<file path="src/pscf_params.svh">
/*
 * offsets, field positions, reset values and sequencer state codes of the status, control and
 * restore-flag registers; assumes an 8-bit register space addressed by subaddress
 */
`ifndef PSCF_PARAMS_SVH
`define PSCF_PARAMS_SVH

`define PSCF_STATUS_ADDR      8'h05
`define PSCF_CONTROL_ADDR     8'h06
`define PSCF_FLAG_ADDR        8'h07

`define PSCF_CONTROL_RESET    8'h00
`define PSCF_FLAG_RESET       8'h00
`define PSCF_STATUS_RESET_HI  2'h0

`define PSCF_ST_SEAL_BIT      7
`define PSCF_ST_NVM_BIT       6
`define PSCF_ST_ADAPTER_BIT   5
`define PSCF_ST_BUTTON_BIT    4
`define PSCF_CTL_PF_BIT       1
`define PSCF_CTL_MEAS_BIT     0

`define PSCF_SEQ_TRANSITION   2'h0
`define PSCF_SEQ_WAIT_EN      2'h1
`define PSCF_SEQ_ACTIVE       2'h2
`define PSCF_SEQ_SUSPEND      2'h3

`endif

</file>
<file path="src/pscf_pkg.sv">
/*
 * types shared by the register bank and its testbench;
 * assumes the constants header is included by the files that need numbers
 */
package pscf_pkg;
	typedef enum logic [1:0] {
		PSCF_SEQ_TRANSITIONAL,
		PSCF_SEQ_WAIT_POWER_ENABLE,
		PSCF_SEQ_ACTIVE,
		PSCF_SEQ_SUSPEND
	} pscf_seq_t;

	typedef enum logic [1:0] {
		PSCF_MEAS_IDLE,
		PSCF_MEAS_BUSY
	} pscf_meas_t;
endpackage : pscf_pkg

</file>
<file path="src/pscf_flag_if.sv">
/*
 * carrier between the register bank and the suspend restore flag capture;
 * assumes both ends share clk and the synchronised reset
 */
`timescale 1ns/1ps
interface pscf_flag_if;
	logic [7:0] rails_on;
	logic       wake_from_suspend;
	logic       wake_from_off;
	logic [7:0] flags;

	modport bank (output rails_on, output wake_from_suspend, output wake_from_off, input flags);
	modport capture (input rails_on, input wake_from_suspend, input wake_from_off, output flags);
endinterface : pscf_flag_if

</file>
<file path="src/pscf_flag_capture.sv">
/*
 * restore flag capture: tracks which rails stayed enabled through suspend and
 * publishes them at the wake from suspend; assumes one-cycle wake pulses
 */
`timescale 1ns/1ps
`include "pscf_params.svh"
module pscf_flag_capture (
	// clock and reset
	input wire logic      clk,
	input wire logic      rst_sync_n,
	// carrier
	pscf_flag_if.capture  fl
);
	logic [7:0] seen_q;
	logic [7:0] seen_d;
	logic [7:0] flags_q;
	logic [7:0] flags_d;

	always_comb begin
		seen_d  = seen_q;
		flags_d = flags_q;
		if (fl.wake_from_suspend) begin
			flags_d = seen_q & fl.rails_on;
			seen_d  = 8'hFF;
		end else if (fl.wake_from_off) begin
			flags_d = 8'h00;
			seen_d  = 8'hFF;
		end else begin
			seen_d = seen_q & fl.rails_on;
		end
	end

	always_ff @(posedge clk or negedge rst_sync_n) begin
		if (!rst_sync_n) begin
			seen_q  <= 8'hFF;
			flags_q <= `PSCF_FLAG_RESET;
		end else begin
			seen_q  <= seen_d;
			flags_q <= flags_d;
		end
	end

	assign fl.flags = flags_q;
endmodule : pscf_flag_capture

</file>
<file path="src/pscf_regs.sv">
/*
 * status, control and suspend restore flag registers of the power manager;
 * assumes a register port from the serial interface giving a one-cycle
 * write strobe and a combinational read by subaddress, and live pin inputs
 */
`timescale 1ns/1ps
`include "pscf_params.svh"
module pscf_regs (
	// clock and reset
	input  wire logic             clk,
	input  wire logic             rst_n,
	// register port
	input  wire logic [7:0]       reg_addr,
	input  wire logic             reg_wr,
	input  wire logic [7:0]       reg_wdata,
	output logic      [7:0]       reg_rdata,
	// pins
	input  wire logic             adapter_detect_pin,
	input  wire logic             push_button_pin,
	input  wire logic             powerfail_output_n,
	// device state
	input  wire logic             seal_broken,
	input  wire logic             nvm_differs,
	input  wire pscf_pkg::pscf_seq_t seq_state,
	input  wire logic [7:0]       rails_on,
	input  wire logic             wake_from_suspend,
	input  wire logic             wake_from_off,
	// backup cell measurement
	output logic                  backup_cell_measure_go,
	input  wire logic             backup_cell_measure_done,
	input  wire logic [1:0]       backup_cell_result,
	// shutdown request to the sequencer
	output logic                  powerfail_shutdown
);
	logic       rst_s1_q;
	logic       rst_s1_d;
	logic       rst_sync_n;
	logic       rst_sync_d;
	logic [2:0] pin_s1_q;
	logic [2:0] pin_s1_d;
	logic [2:0] pin_s2_q;
	logic [2:0] pin_s2_d;

	// reset asserts at once and lets go two edges later
	always_comb begin
		rst_s1_d   = 1'b1;
		rst_sync_d = rst_s1_q;
	end

	always_ff @(posedge clk or negedge rst_n) begin
		if (!rst_n) begin
			rst_s1_q   <= 1'b0;
			rst_sync_n <= 1'b0;
		end else begin
			rst_s1_q   <= rst_s1_d;
			rst_sync_n <= rst_sync_d;
		end
	end

	// pins idle high; only the second stage feeds any logic
	always_comb begin
		pin_s1_d = {powerfail_output_n, push_button_pin, adapter_detect_pin};
		pin_s2_d = pin_s1_q;
	end

	always_ff @(posedge clk or negedge rst_sync_n) begin
		if (!rst_sync_n) begin
			pin_s1_q <= 3'h7;
			pin_s2_q <= 3'h7;
		end else begin
			pin_s1_q <= pin_s1_d;
			pin_s2_q <= pin_s2_d;
		end
	end

	// registers
	logic                  pf_en_q;
	logic                  pf_en_d;
	logic                  meas_bit_q;
	logic                  meas_bit_d;
	pscf_pkg::pscf_meas_t  meas_q;
	pscf_pkg::pscf_meas_t  meas_d;
	logic [1:0]            cell_q;
	logic [1:0]            cell_d;
	logic [1:0]            st_hi_q;
	logic [1:0]            st_hi_d;
	logic [3:0]            st_lo_q;
	logic [3:0]            st_lo_d;
	logic                  pf_off_q;
	logic                  pf_off_d;
	logic                  go_q;
	logic                  go_d;
	logic                  ctl_wr;

	pscf_flag_if fl ();

	assign fl.rails_on          = rails_on;
	assign fl.wake_from_suspend = wake_from_suspend;
	assign fl.wake_from_off     = wake_from_off;

	pscf_flag_capture u_flags (
		.clk        (clk),
		.rst_sync_n (rst_sync_n),
		.fl         (fl)
	);

	assign ctl_wr = reg_wr && (reg_addr == `PSCF_CONTROL_ADDR);

	always_comb begin
		pf_en_d    = pf_en_q;
		meas_bit_d = meas_bit_q;
		meas_d     = meas_q;
		cell_d     = cell_q;
		go_d       = 1'b0;
		st_hi_d    = {seal_broken, nvm_differs};
		st_lo_d[3] = ~pin_s2_q[0];
		st_lo_d[2] = ~pin_s2_q[1];
		st_lo_d[1:0] = seq_state;
		if (ctl_wr) begin
			pf_en_d = reg_wdata[`PSCF_CTL_PF_BIT];
		end
		case (meas_q)
			pscf_pkg::PSCF_MEAS_IDLE: begin
				if (ctl_wr && reg_wdata[`PSCF_CTL_MEAS_BIT]) begin
					meas_bit_d = 1'b1;
					go_d       = 1'b1;
					meas_d     = pscf_pkg::PSCF_MEAS_BUSY;
				end
			end
			pscf_pkg::PSCF_MEAS_BUSY: begin
				if (backup_cell_measure_done) begin
					meas_bit_d = 1'b0;
					cell_d     = backup_cell_result;
					meas_d     = pscf_pkg::PSCF_MEAS_IDLE;
				end
			end
			default: begin
				meas_d = pscf_pkg::PSCF_MEAS_IDLE;
			end
		endcase
		pf_off_d = pf_en_q && !pin_s2_q[2];
	end

	always_ff @(posedge clk or negedge rst_sync_n) begin
		if (!rst_sync_n) begin
			pf_en_q    <= 1'b0;
			meas_bit_q <= 1'b0;
			meas_q     <= pscf_pkg::PSCF_MEAS_IDLE;
			cell_q     <= 2'h0;
			st_hi_q    <= `PSCF_STATUS_RESET_HI;
			st_lo_q    <= 4'h0;
			pf_off_q   <= 1'b0;
			go_q       <= 1'b0;
		end else begin
			pf_en_q    <= pf_en_d;
			meas_bit_q <= meas_bit_d;
			meas_q     <= meas_d;
			cell_q     <= cell_d;
			st_hi_q    <= st_hi_d;
			st_lo_q    <= st_lo_d;
			pf_off_q   <= pf_off_d;
			go_q       <= go_d;
		end
	end

	assign backup_cell_measure_go = go_q;
	assign powerfail_shutdown     = pf_off_q;

	logic [7:0] status_word;

	// status fields placed at their bit positions
	always_comb begin
		status_word                       = 8'h00;
		status_word[`PSCF_ST_SEAL_BIT]    = st_hi_q[1];
		status_word[`PSCF_ST_NVM_BIT]     = st_hi_q[0];
		status_word[`PSCF_ST_ADAPTER_BIT] = st_lo_q[3];
		status_word[`PSCF_ST_BUTTON_BIT]  = st_lo_q[2];
		status_word[3:2]                  = st_lo_q[1:0];
		status_word[1:0]                  = cell_q;
	end

	always_comb begin
		if (reg_addr == `PSCF_STATUS_ADDR) begin
			reg_rdata = status_word;
		end else if (reg_addr == `PSCF_CONTROL_ADDR) begin
			reg_rdata = {6'h00, pf_en_q, meas_bit_q};
		end else if (reg_addr == `PSCF_FLAG_ADDR) begin
			reg_rdata = fl.flags;
		end else begin
			reg_rdata = 8'h00;
		end
	end
endmodule : pscf_regs

</file>
<file path="config.mk">
export PLATFORM = sky130hd
export DESIGN_NAME = pscf_regs
export DESIGN_NICKNAME = d
export VERILOG_FILES = /design/src/pscf_pkg.sv /design/src/pscf_flag_if.sv /design/src/pscf_flag_capture.sv /design/src/pscf_regs.sv
export VERILOG_INCLUDE_DIRS = /design/src
export SDC_FILE = /design/constraint.sdc
export NUM_CORES = 1
export LEC_CHECK = 0
export BUFFER_PORTS_ARGS = -buffer_cell sky130_fd_sc_hd__clkbuf_2
export CAP_MARGIN = 20
export CORE_MARGIN = 1
export CORE_UTILIZATION = 54
export CTS_BUF_LIST = sky130_fd_sc_hd__clkbuf_8
export CTS_CLUSTER_SIZE = 14
export DETAILED_ROUTE_END_ITERATION = 10
export PLACE_DENSITY_LB_ADDON = 0.12
export SYNTH_ARGS = -nofsm -noshare
export SYNTH_HDL_FRONTEND = slang
export SYNTH_SLANG_ARGS = --single-unit
export TNS_END_PERCENT = 5
</file>
<file path="constraint.sdc">
create_clock -name clk -period 2.6 [get_ports clk]
set_input_delay 0.52 -clock clk [delete_from_list [all_inputs] [get_ports clk]]
set_output_delay 0.52 -clock clk [all_outputs]
set_load 0.02 [all_outputs]
</file>
==> metrics.md, run 1 <==
| Metric | Value |
|---|---|
| Netlist Area Pre-Place | `1370 um^2` |
| Ports | `49` |
| Pwr/cell area | `621 nW/um^2` |
| Hold WS | `0.0147 ns` |
| Worst Hold Class | `in -> async` |
| Starting Density | `59.8%` |
| Fmax | `459 MHz` |
| Hold Violations, Final | `0` |
| Minimum clock period | `2.18 ns` |
| Clock slew at reported path FFs | `0.06 ns` |
| Slew Limit Fails | `0` |
| Post-CTS Resized | `0` |
| R2R setup slack | `1.65 ns` |
| DRT antenna net count | `0` |
| Vias per Instance | `5.13` |
| Largest net degree at the start of global routing | `35` |
| Seq/Total Area, Yosys | `66.8%` |
| # diodes | `0` |
| Max-cap violations | `0` |
| Die Span X | `52.4 um` |
| FF+latch count, synth | `36` |
| Cts bufs inserted | `5` |
| Main synth FF type | `dfrtp_1` |
| Startpoint types | `primary input` |
| Port-buffer cells | `42` |
| Cell variety after synth | `20` |
| DRC errors left | `0` |
| Final Net Count | `197` |
| Aggregate negative setup slack | `0 ns` |
| Area Overhead vs Synth | `23.2%` |
| Crit path max fanout | `6` |
| P_leak | `0.000856 uW` |
| Final cell count without fillers | `187` |
| Max-slew headroom | `52.6%` |
| Period utilisation layout | `83.8%` |
| Post-synth EDFFs | `0` |
| Grt ovf | `0` |
| Post-synth net total | `150` |
| Total GRT Usage | `21.4%` |
| Post-synth top cells | `dfrtp_1 (22), nand2_1 (19), dfstp_2 (14)` |
| Status | `finished clean` |
| Post-route cell area | `1690 um^2` |
| Pre-Repair DR Iteration Count | `4` |
| CTS Root Cell | `clkbuf_8` |
| Clock sink count | `36` |
| # placed instances | `179` |
| Required @ worst endpoint | `2.08 ns` |
| Unrepaired setup endpoints after global routing | `no` |
| Critical path class | `in -> out` |
| Ys async rst share | `100%` |
| Share of cells above drive strength 1 | `44.0%` |
| Placed cell area | `1610 um^2` |
| Fin worst setup slack | `0.422 ns` |
| Global-route wire length before repair | `3920 um` |
| First-iteration detailed-routing DRC count | `7` |
| Most frequent cell after synthesis | `dfrtp_1` |
| Worst Path Arrival | `1.66 ns` |
| Synth top area cells | `dfrtp_1 (40%), dfstp_2 (27%), nand2_1 (5.2%), mux2i_1 (4.4%), mux2_2 (3.3%)` |
| Synth top area share | `40.1%` |
| Least-Margin Pin Slew | `0.708 ns` |
| Initial antenna violation count | `0` |
| Pre-CTS WS | `0.424 ns` |
| Cts hold-fix bufs | `0` |
| Ys Warns | `0` |
| Clock Path Buffers | `2` |
| RePlAce Congestion | `0.699` |
| Setup bufs post-CTS | `0` |
| Setup crit start | `reg_addr[3]` |
| Peak VDD IR | `0.000568 V` |
| Worst-Skew Late Latency | `0.28 ns` |
| Yosys top cell by area | `dfrtp_1` |
| Post-DP HPWL | `1750 um` |
| Mean Syn Cell Area | `12.4 um^2` |
| CTS tree | `built` |
| Die Ht | `52.4 um` |
| Synthesized instance count | `111` |
| Clock Skew | `0.00816 ns` |
| Core area | `2300 um^2` |
| Post-DR wirelength/cell | `12.7 um` |
| Worst reg2reg startpoint | `meas_bit_q` |
| Htree depth | `2` |
| Vias in the first global route | `939` |
| Critical Path End Type | `output pin` |
| Final setup fails | `0` |
| # rows | `17` |
| Vias | `959` |
| Drt total wl | `2380 um` |
| Total die area | `2750 um^2` |
[critical path, cell delays in order]
cell and delay (ns):
clkbuf_2 0.10, nor4b_4 0.34, nand3_1 0.30, nor2_1 0.21, clkbuf_2 0.19
[flip-flops by register name, summed over array words and instances, names as in the netlist]
name and count:
st_lo_q 4, rst_sync_n 1, pf_en_q 1, pin_s1_q 3
cell_q 2, u_flags.fl.flags 8, u_flags.seen_q 8, backup_cell_measure_go 1
powerfail_shutdown 1, st_hi_q 2, rst_s1_q 1, pin_s2_q 3
meas_bit_q 1
[area by class of cell]
class                      instances  area (um^2)
clock buffer                       5         68.8
fill                             172          604
multi-input combinational         69          429
timing repair buffer              43          218
inverter                           3         11.3
clock inverter                     3         12.5
sequential                        36          918
tap                               28         35.0
[placed cells by master (no fill, tap or decap)]
cell type  Yosys  final
clkbuf_2       0     42
dfrtp_1       22     22
nand2_1       19     19
dfstp_2       14     14
nor2_1        11     11
nand3_1        6      6
mux2i_1        6      6
inv_1          3      5
nand2b_1       5      5
o21ai_0        5      5
clkbuf_8       0      5
mux2_2         4      4
nor2b_1        3      3
a32o_1         3      3
a22oi_1        2      2
nor4b_4        1      1
nand4_2        1      1
mux2_4         1      1
o22ai_1        1      1
clkinv_2       0      1
buf_4          1      1
conb_1         1      1
[through the flow]
stage	utilization, %	power, uW
after floorplan	-	668
after global placement	70.2	705
after detailed placement	70.2	711
after CTS	73.7	1070
after global routing	73.7	1110
final	73.7	1050
[power breakdown]
group	internal [uW]	switching (uW)	total [uW]
clock	180	172	352
combinational	42.4	46.2	88.6
sequential	599	12.6	612
[kinds of logic (layout without fill, tap and decap cells)]
group / after synthesis / count (layout) / synth area share [%]
multiplexers: 11 / 11 / 8.74
flip-flops: 36 / 36 / 66.8
AND/OR/NAND/NOR: 46 / 46 / 16.7
other: 1 / 1 / 0.273
AO/OA/AOI/OAI: 11 / 11 / 5.56
buffers and inverters: 6 / 54 / 1.91
[routing by layer]
| metal | vias up | wire (um) | global-route usage [%] |
|---|---|---|---|
| met5 | - | 0 | 0 |
| met4 | 0 | 23 | 13.2 |
| met3 | 2 | 163 | 5.51 |
| met2 | 33 | 1210 | 35.9 |
| met1 | 461 | 986 | 24.2 |
| li1 | 463 | - | - |
[worst paths after layout]
| check | endpoint | depth (start not counted) |
|---|---|---|
| setup / recovery | reg_rdata[4] | 5 |
| hold / removal | rst_s1_q | 1 |
| setup reg to reg | cell_q[1] | 2 |
| hold reg to reg | powerfail_shutdown | 1 |
| max in group asynchronous | u_flags.seen_q[6] | 1 |
| min in group clk | pin_s1_q[1] | 1 |
Note: power is estimated with default switching activity, not from simulation.
==> run 2: changes to the inputs <==
CORE_UTILIZATION = 50   (was 54)
clock period = 2.2 ns   (was 2.6 ns; I/O delays follow)
==> run 2 against run 1 <==
  * Sequential cell count is the same
  * Final area grew 1.4%
  * Sequential share of layout area shrank 0.75 points
  * Global-route usage shrank 3.0 points
  * Power grew 22%
  * Count of clock-buffer cells in the layout grew 1
  * Final cell count grew 1.6%
  * Utilization shrank 6.2 points
  * Clock power grew 31%
  * Register-to-register slack lost 0.39 ns
  * Combinational power grew 19%
  * Sequential power grew 18%
  * Largest power group unchanged
  * Highest routed layer is now met3
==> metrics.md, run 2 (synthesized netlist as in run 1, its figures left out) <==
| Metric | Value |
|---|---|
| Status | `finished clean (unchanged)` |
| Drt total wl | `2280 um (was 2380 um)` |
| Core area | `2540 um^2 (was 2300 um^2)` |
| Total GRT Usage | `18.5% (was 21.4%)` |
| RePlAce Congestion | `0.692 (was 0.699)` |
| Post-CTS Resized | `0 (unchanged)` |
| Worst Hold Class | `in -> reg (was in -> async)` |
| CP dominant cell by count | `clkbuf_2 (unchanged)` |
| Share of cells above drive strength 1 | `45.0% (was 44.0%)` |
| Die Ht | `54.4 um (was 52.4 um)` |
| Final Net Count | `198 (was 197)` |
| Cts bufs inserted | `5 (unchanged)` |
| Fmax | `497 MHz` |
| Initial antenna violation count | `0 (unchanged)` |
| Worst-Skew Late Latency | `0.28 ns (about the same)` |
| Clock power frac | `35.7% (was 33.4%)` |
| Vias in the first global route | `848 (was 939)` |
| Pre-Repair DR Iteration Count | `4 (unchanged)` |
| Post-DP HPWL | `1650 um (was 1750 um)` |
| Area Overhead vs Synth | `25.0% (was 23.2%)` |
| Net Sw Frac | `21.7% (was 22.0%)` |
| DRC errors left | `0 (unchanged)` |
| Max-cap violations | `0 (unchanged)` |
| Pint | `1010 uW (was 821 uW)` |
| Crit-path slowest cell | `nand3_1 (was nor4b_4)` |
| Max-slew headroom | `53.7% (was 52.6%)` |
| DRT antenna net count | `0 (unchanged)` |
| Worst Path Arrival | `1.57 ns (was 1.66 ns)` |
| Aggregate negative setup slack | `0 ns (unchanged)` |
| Worst hold path endpoint | `pin_s1_q[1]` |
| Most frequent cells in the layout | `clkbuf_2 (42), dfrtp_1 (22), nand2_1 (19) (unchanged)` |
| Worst reg2reg startpoint | `meas_bit_q (unchanged)` |
| Clock Skew | `0.00503 ns (was 0.00816 ns)` |
| Ports | `49 (unchanged)` |
| Unrepaired setup endpoints after global routing | `no (unchanged)` |
| Die Span X | `54.4 um (was 52.4 um)` |
| Slew Limit Fails | `0 (unchanged)` |
| Required @ worst endpoint | `1.76 ns (was 2.08 ns)` |
| Startpoint types | `primary input (unchanged)` |
| R2R setup slack | `1.26 ns (was 1.65 ns)` |
| Clock sink count | `36 (unchanged)` |
| Reg power frac | `56.1% (was 58.1%)` |
| Period utilisation layout | `91.4%` |
| Critical path buffer and inverter count | `2 (unchanged)` |
| Hold path cells | `1` |
| Number of cells on the worst reg-to-reg path | `2 (unchanged)` |
| Htree depth | `2 (unchanged)` |
| Minimum clock period | `2.01 ns` |
| Pwr/cell area | `750 nW/um^2 (was 621 nW/um^2)` |
| Critical path class | `in -> out (unchanged)` |
| Total die area | `2960 um^2 (was 2750 um^2)` |
| Global-route wire length before repair | `3620 um (was 3920 um)` |
| Critical Path End Type | `output pin (unchanged)` |
| Hold Violations, Final | `0 (unchanged)` |
| CTS Root Cell | `clkbuf_8 (unchanged)` |
| Reg2reg end | `cell_q[1] (unchanged)` |
| Final setup fails | `0 (unchanged)` |
| Largest net degree at the start of global routing | `35 (unchanged)` |
| Clock slew at reported path FFs | `0.06 ns (about the same)` |
| Starting Density | `54.0% (was 59.8%)` |
| Delay-heaviest family, CP | `simple AND/OR/NAND/NOR gates (unchanged)` |
| Crit path max fanout | `6 (unchanged)` |
| Post-DR wirelength/cell | `12.0 um (was 12.7 um)` |
| Vias | `966 (was 959)` |
| P_leak | `0.000861 uW (was 0.000856 uW)` |
| Final total power | `1290 uW (was 1050 uW)` |
| CTS tree | `built (unchanged)` |
| Clock Path Buffers | `2 (unchanged)` |
| Port-buffer cells | `42 (unchanged)` |
| # diodes | `0 (unchanged)` |
| Most common cell after layout, fill and taps aside | `clkbuf_2 (unchanged)` |
| Grt ovf | `0 (unchanged)` |
| Crit path cell chain | `clkbuf_2, nor4b_4, nand3_1, nor2_1, clkbuf_2 (unchanged)` |
| Vias per Instance | `5.08 (was 5.13)` |
| Combinational share of power | `8.1% (was 8.4%)` |
| Hold path startpoint | `push_button_pin` |
| Peak VDD IR | `0.000748 V (was 0.000568 V)` |
| Net switching power figure | `279 uW (was 231 uW)` |
| First-iteration detailed-routing DRC count | `10 (was 7)` |
| CP peak stage delay | `0.33 ns (was 0.34 ns)` |
| # rows | `18 (was 17)` |
| Least-Margin Pin Slew | `0.692 ns (was 0.708 ns)` |
## run 2: cell types whose count changed in the layout (fill, tap and decap cells not counted), sizes merged
cell         change
clkbuf           +1
clkinv           +1
dlygate4sd3      +1
inv              -2
## run 2: what timing repair did
action | 4_1_cts | 5_1_grt
setup endpoints to repair | 0 | 0
buffers inserted | 0 | 0
hold buffers | 1 | 0
endpoints found under the hold margin | 2 | 0
## run 2: routing by layer
| layer | global-route usage, % | vias up | share of wire (%) |
|---|---|---|---|
| met1 | 22.2 | 462 | 42 |
| li1 | - | 466 | - |
| met5 | 0 | - | 0 |
| met3 | 8.61 | 0 | 7.2 |
| met4 | 5.13 | 0 | 0 |
| met2 | 29.7 | 38 | 51 |
## run 2: worst max-delay path by stage
stage                     cells past startpoint           end   startpoint
after floorplan                               3  reg_rdata[2]  reg_addr[3]
after global placement                        5  reg_rdata[5]  reg_addr[3]
after detailed placement                      5  reg_rdata[7]  reg_addr[3]
after CTS                                     5  reg_rdata[7]  reg_addr[3]
after global routing                          5  reg_rdata[6]  reg_addr[3]
final                                         5  reg_rdata[7]  reg_addr[3]
## run 2: worst register-to-register path: stages, from the launching register on
cell,delay [ns]
dfrtp_1,0.39
nand2_1,0.10
mux2_2,0.33
## run 2: through the flow
stage	setup WS (ns)	area (um^2)	utilization (%)	instances	hold WS [ns]
2_1_floorplan	0.478	1370	-	111	0.144
3_3_place_gp	0.180	1610	63.4	181	0.226
3_5_place_dp	0.164	1610	63.4	181	0.228
4_1_cts	0.164	1720	67.5	190	0.232
5_1_grt	0.109	1720	67.5	190	0.221
6_report	0.188	1720	67.5	190	0.243
## run 2: power groups by stage
stage / clock network [uW] / logic [uW] / registers, uW
5_1_grt: 500 / 119 / 727
2_1_floorplan: 0 / 50.5 / 739
4_1_cts: 476 / 108 / 723
3_3_place_gp: 0 / 102 / 732
6_report: 460 / 105 / 723
3_5_place_dp: 0 / 106 / 735
## run 2: final cells by class
class | count | area [um^2]
Clock buffer | 6 | 82.6
Clock inverter | 2 | 10.0
Fill cell | 219 | 828
Inverter | 3 | 11.3
Multi-Input combinational cell | 69 | 429
Sequential cell | 36 | 918
Tap cell | 30 | 37.5
Timing Repair Buffer | 44 | 228
==> run 3: changes to the inputs <==
--- a/config.mk
+++ b/config.mk
@@ -10,5 +10,5 @@
 export CAP_MARGIN = 20
 export CORE_MARGIN = 1
-export CORE_UTILIZATION = 50
+export CORE_UTILIZATION = 45
 export CTS_BUF_LIST = sky130_fd_sc_hd__clkbuf_8
 export CTS_CLUSTER_SIZE = 14
==> constraint.sdc (replaced) <==
create_clock -name clk -period 1.8 [get_ports clk]
set_input_delay 0.36 -clock clk [delete_from_list [all_inputs] [get_ports clk]]
set_output_delay 0.36 -clock clk [all_outputs]
set_load 0.05 [all_outputs]
==> run 3 against run 2 <==
  * The run now ends with design-rule violations left
  * Wire length increased by 12%
  * Worst setup slack worse by 0.15 ns
  * Clock skew fell by 0.0015 ns
  * Clock power up 31%
  * Non-clock buffer count up 5
  * Power up 26%
  * Sequential power rose by 22%
  * Global-route usage shrank 0.18 points
  * Critical path type is now reg -> out
  * Critical endpoint is now reg_rdata[1]
==> metrics.md, run 3 (synthesized netlist as in run 1, its figures left out) <==
| Metric | Value |
|---|---|
| DRT antenna net count | `0 (unchanged)` |
| Core area | `2830 um^2 (was 2540 um^2)` |
| Critical path class | `reg -> out (was in -> out)` |
| Clock sink count | `36 (unchanged)` |
| Final total power | `1630 uW (was 1290 uW)` |
| Vias per Instance | `4.97 (was 5.08)` |
| Area Overhead vs Synth | `34.1% (was 25.0%)` |
| Largest net degree at the start of global routing | `35 (unchanged)` |
| Aggregate negative setup slack | `0 ns (unchanged)` |
| P_leak | `0.000898 uW (was 0.000861 uW)` |
| Most common cell after layout, fill and taps aside | `clkbuf_2 (unchanged)` |
| Worst Hold Class | `in -> reg (unchanged)` |
| Worst-Skew Late Latency | `0.28 ns (about the same)` |
| Cts bufs inserted | `5 (unchanged)` |
| Final Net Count | `203 (was 198)` |
| Die Span X | `57.3 um (was 54.4 um)` |
| Net switching power figure | `354 uW (was 279 uW)` |
| CTS tree | `built (unchanged)` |
| Global-route wire length before repair | `4210 um (was 3620 um)` |
| Clock power frac | `36.9% (was 35.7%)` |
| # diodes | `0 (unchanged)` |
| Die Ht | `57.3 um (was 54.4 um)` |
| First-iteration detailed-routing DRC count | `44 (was 10)` |
| Post-DP HPWL | `1830 um (was 1650 um)` |
| Total GRT Usage | `18.3% (was 18.5%)` |
| Combinational share of power | `8.7% (was 8.1%)` |
| Hold Violations, Final | `0 (unchanged)` |
| Clock Path Buffers | `2 (unchanged)` |
| Failing checks | `design-rule violations` |
| Final cell count without fillers | `195 (was 190)` |
| Clock Skew | `0.00355 ns (was 0.00503 ns)` |
| Layout fillers | `243 (was 219)` |
| Fmax | `569 MHz` |
| Pwr/cell area | `883 nW/um^2 (was 750 nW/um^2)` |
| Crit path max fanout | `3 (was 6)` |
| Hold path startpoint | `powerfail_output_n (was push_button_pin)` |
| Post-DR wirelength/cell | `13.2 um (was 12.0 um)` |
| Unrepaired setup endpoints after global routing | `yes (was no)` |
| Clock slew at reported path FFs | `0.06 ns (about the same)` |
| Total die area | `3280 um^2 (was 2960 um^2)` |
| Minimum clock period | `1.76 ns` |
| Critical Path End Type | `output pin (unchanged)` |
| Max-cap violations | `0 (unchanged)` |
| RePlAce Congestion | `0.725 (was 0.692)` |
| CTS Root Cell | `clkbuf_8 (unchanged)` |
| Most frequent cells in the layout | `clkbuf_2 (34), dfrtp_1 (22), nand2_1 (19) (was clkbuf_2 (42), dfrtp_1 (22), nand2_1 (19))` |
| Status | `finished, violations left (was finished clean)` |
| Required @ worst endpoint | `1.44 ns (was 1.76 ns)` |
| Pint | `1270 uW (was 1010 uW)` |
| # rows | `19 (was 18)` |
| Worst reg2reg startpoint | `meas_bit_q (unchanged)` |
| # placed instances | `187 (was 181)` |
| Setup bufs post-CTS | `0 (unchanged)` |
| Vias in the first global route | `975 (was 848)` |
| Initial antenna violation count | `0 (unchanged)` |
| Worst Path Arrival | `1.40 ns (was 1.57 ns)` |
| Reg power frac | `54.3% (was 56.1%)` |
| Drt total wl | `2570 um (was 2280 um)` |
| Port-buffer cells | `42 (unchanged)` |
| Htree depth | `2 (unchanged)` |
| Net Sw Frac | `21.8% (was 21.7%)` |
| Setup crit start | `pf_en_q (was reg_addr[3])` |
| Pre-Repair DR Iteration Count | `9 (was 4)` |
| Grt ovf | `0 (unchanged)` |
| Ports | `49 (unchanged)` |
| Peak VDD IR | `0.000706 V (was 0.000748 V)` |
| Starting Density | `48.6% (was 54.0%)` |
| Startpoint types | `register (was primary input)` |
| Slew Limit Fails | `0 (unchanged)` |
| Period utilisation layout | `97.6%` |
| Vias | `970 (was 966)` |
| Final setup fails | `0 (unchanged)` |
| DRC errors left | `5 (was 0)` |
| Share of cells above drive strength 1 | `49.4% (was 45.0%)` |
-- run 3: cell count changes in the layout (fill, tap and decap cells not counted), moves of 2 or more --
cell      change
buf_6         +2
buf_12        +2
nor2_2        +2
clkinv_2      -2
clkbuf_2      -8
nor2_4        +2
nor2_1        -4
buf_4         +6
-- run 3: area by class of cell --
cell class,instances,area (um^2),area share (%)
Inverter,3,11.3,0.611
Clock buffer,7,96.3,5.23
Timing Repair Buffer,49,323,17.5
Multi-Input combinational cell,69,454,24.7
Tap cell,31,38.8,2.11
Sequential cell,36,918,49.9
-- run 3: power groups by stage --
| stage | sequential [uW] | clock [uW] | combinational, uW |
|---|---|---|---|
| 2_1_floorplan | 905 | 0 | 62.8 |
| 3_3_place_gp | 895 | 0 | 132 |
| 3_5_place_dp | 898 | 0 | 139 |
| 4_1_cts | 884 | 622 | 141 |
| 5_1_grt | 888 | 650 | 161 |
| 6_report | 884 | 601 | 142 |
-- run 3: what timing repair did --
action                                  4_1_cts  5_1_grt
endpoints found under the setup margin        6        8
gates resized for setup                       5       16
endpoints found under the hold margin         2        0
pin swaps                                     0        2
hold buffers                                  1        0
-- run 3: path summary, 6_finish.rpt --
| path | slack [ns] | cells after the start | end |
|---|---|---|---|
| setup reg to reg | 0.83 | 2 | cell_q[0] |
| hold reg to reg | 0.26 | 1 | powerfail_shutdown |
| hold / removal | 0.16 | 1 | pin_s1_q[2] |
| min in group asynchronous | 0.26 | 1 | powerfail_shutdown |
| max in group asynchronous | 1.21 | 1 | pin_s2_q[0] |
| setup / recovery | 0.04 | 4 | reg_rdata[1] |
-- run 3: per-layer routing --
layer  routed length [um]  vias to the layer above  track usage (%)
met4                   50                        0             9.76
met5                    0                        -                0
met3                  182                        6             7.03
met1                 1110                      457             21.6
li1                     -                      472                -
met2                 1230                       35             29.1
-- run 3: critical path: stages, from the launching register on --
cell and delay [ns]:
dfrtp_1 0.39, mux2_2 0.27, a22oi_1 0.19, nor2_1 0.06, buf_2 0.21
-- run 3: through the flow --
stage          hold WS [ns]  utilization [%]  setup WS [ns]  instance area [um^2]
2_1_floorplan        0.0644                -         -0.126                  1370
3_3_place_gp          0.146             59.5        -0.0313                  1680
3_5_place_dp          0.150             59.5        -0.0386                  1680
4_1_cts               0.143             63.8        -0.0339                  1810
5_1_grt               0.140             65.1        -0.0381                  1840
6_report              0.158             65.1         0.0432                  1840
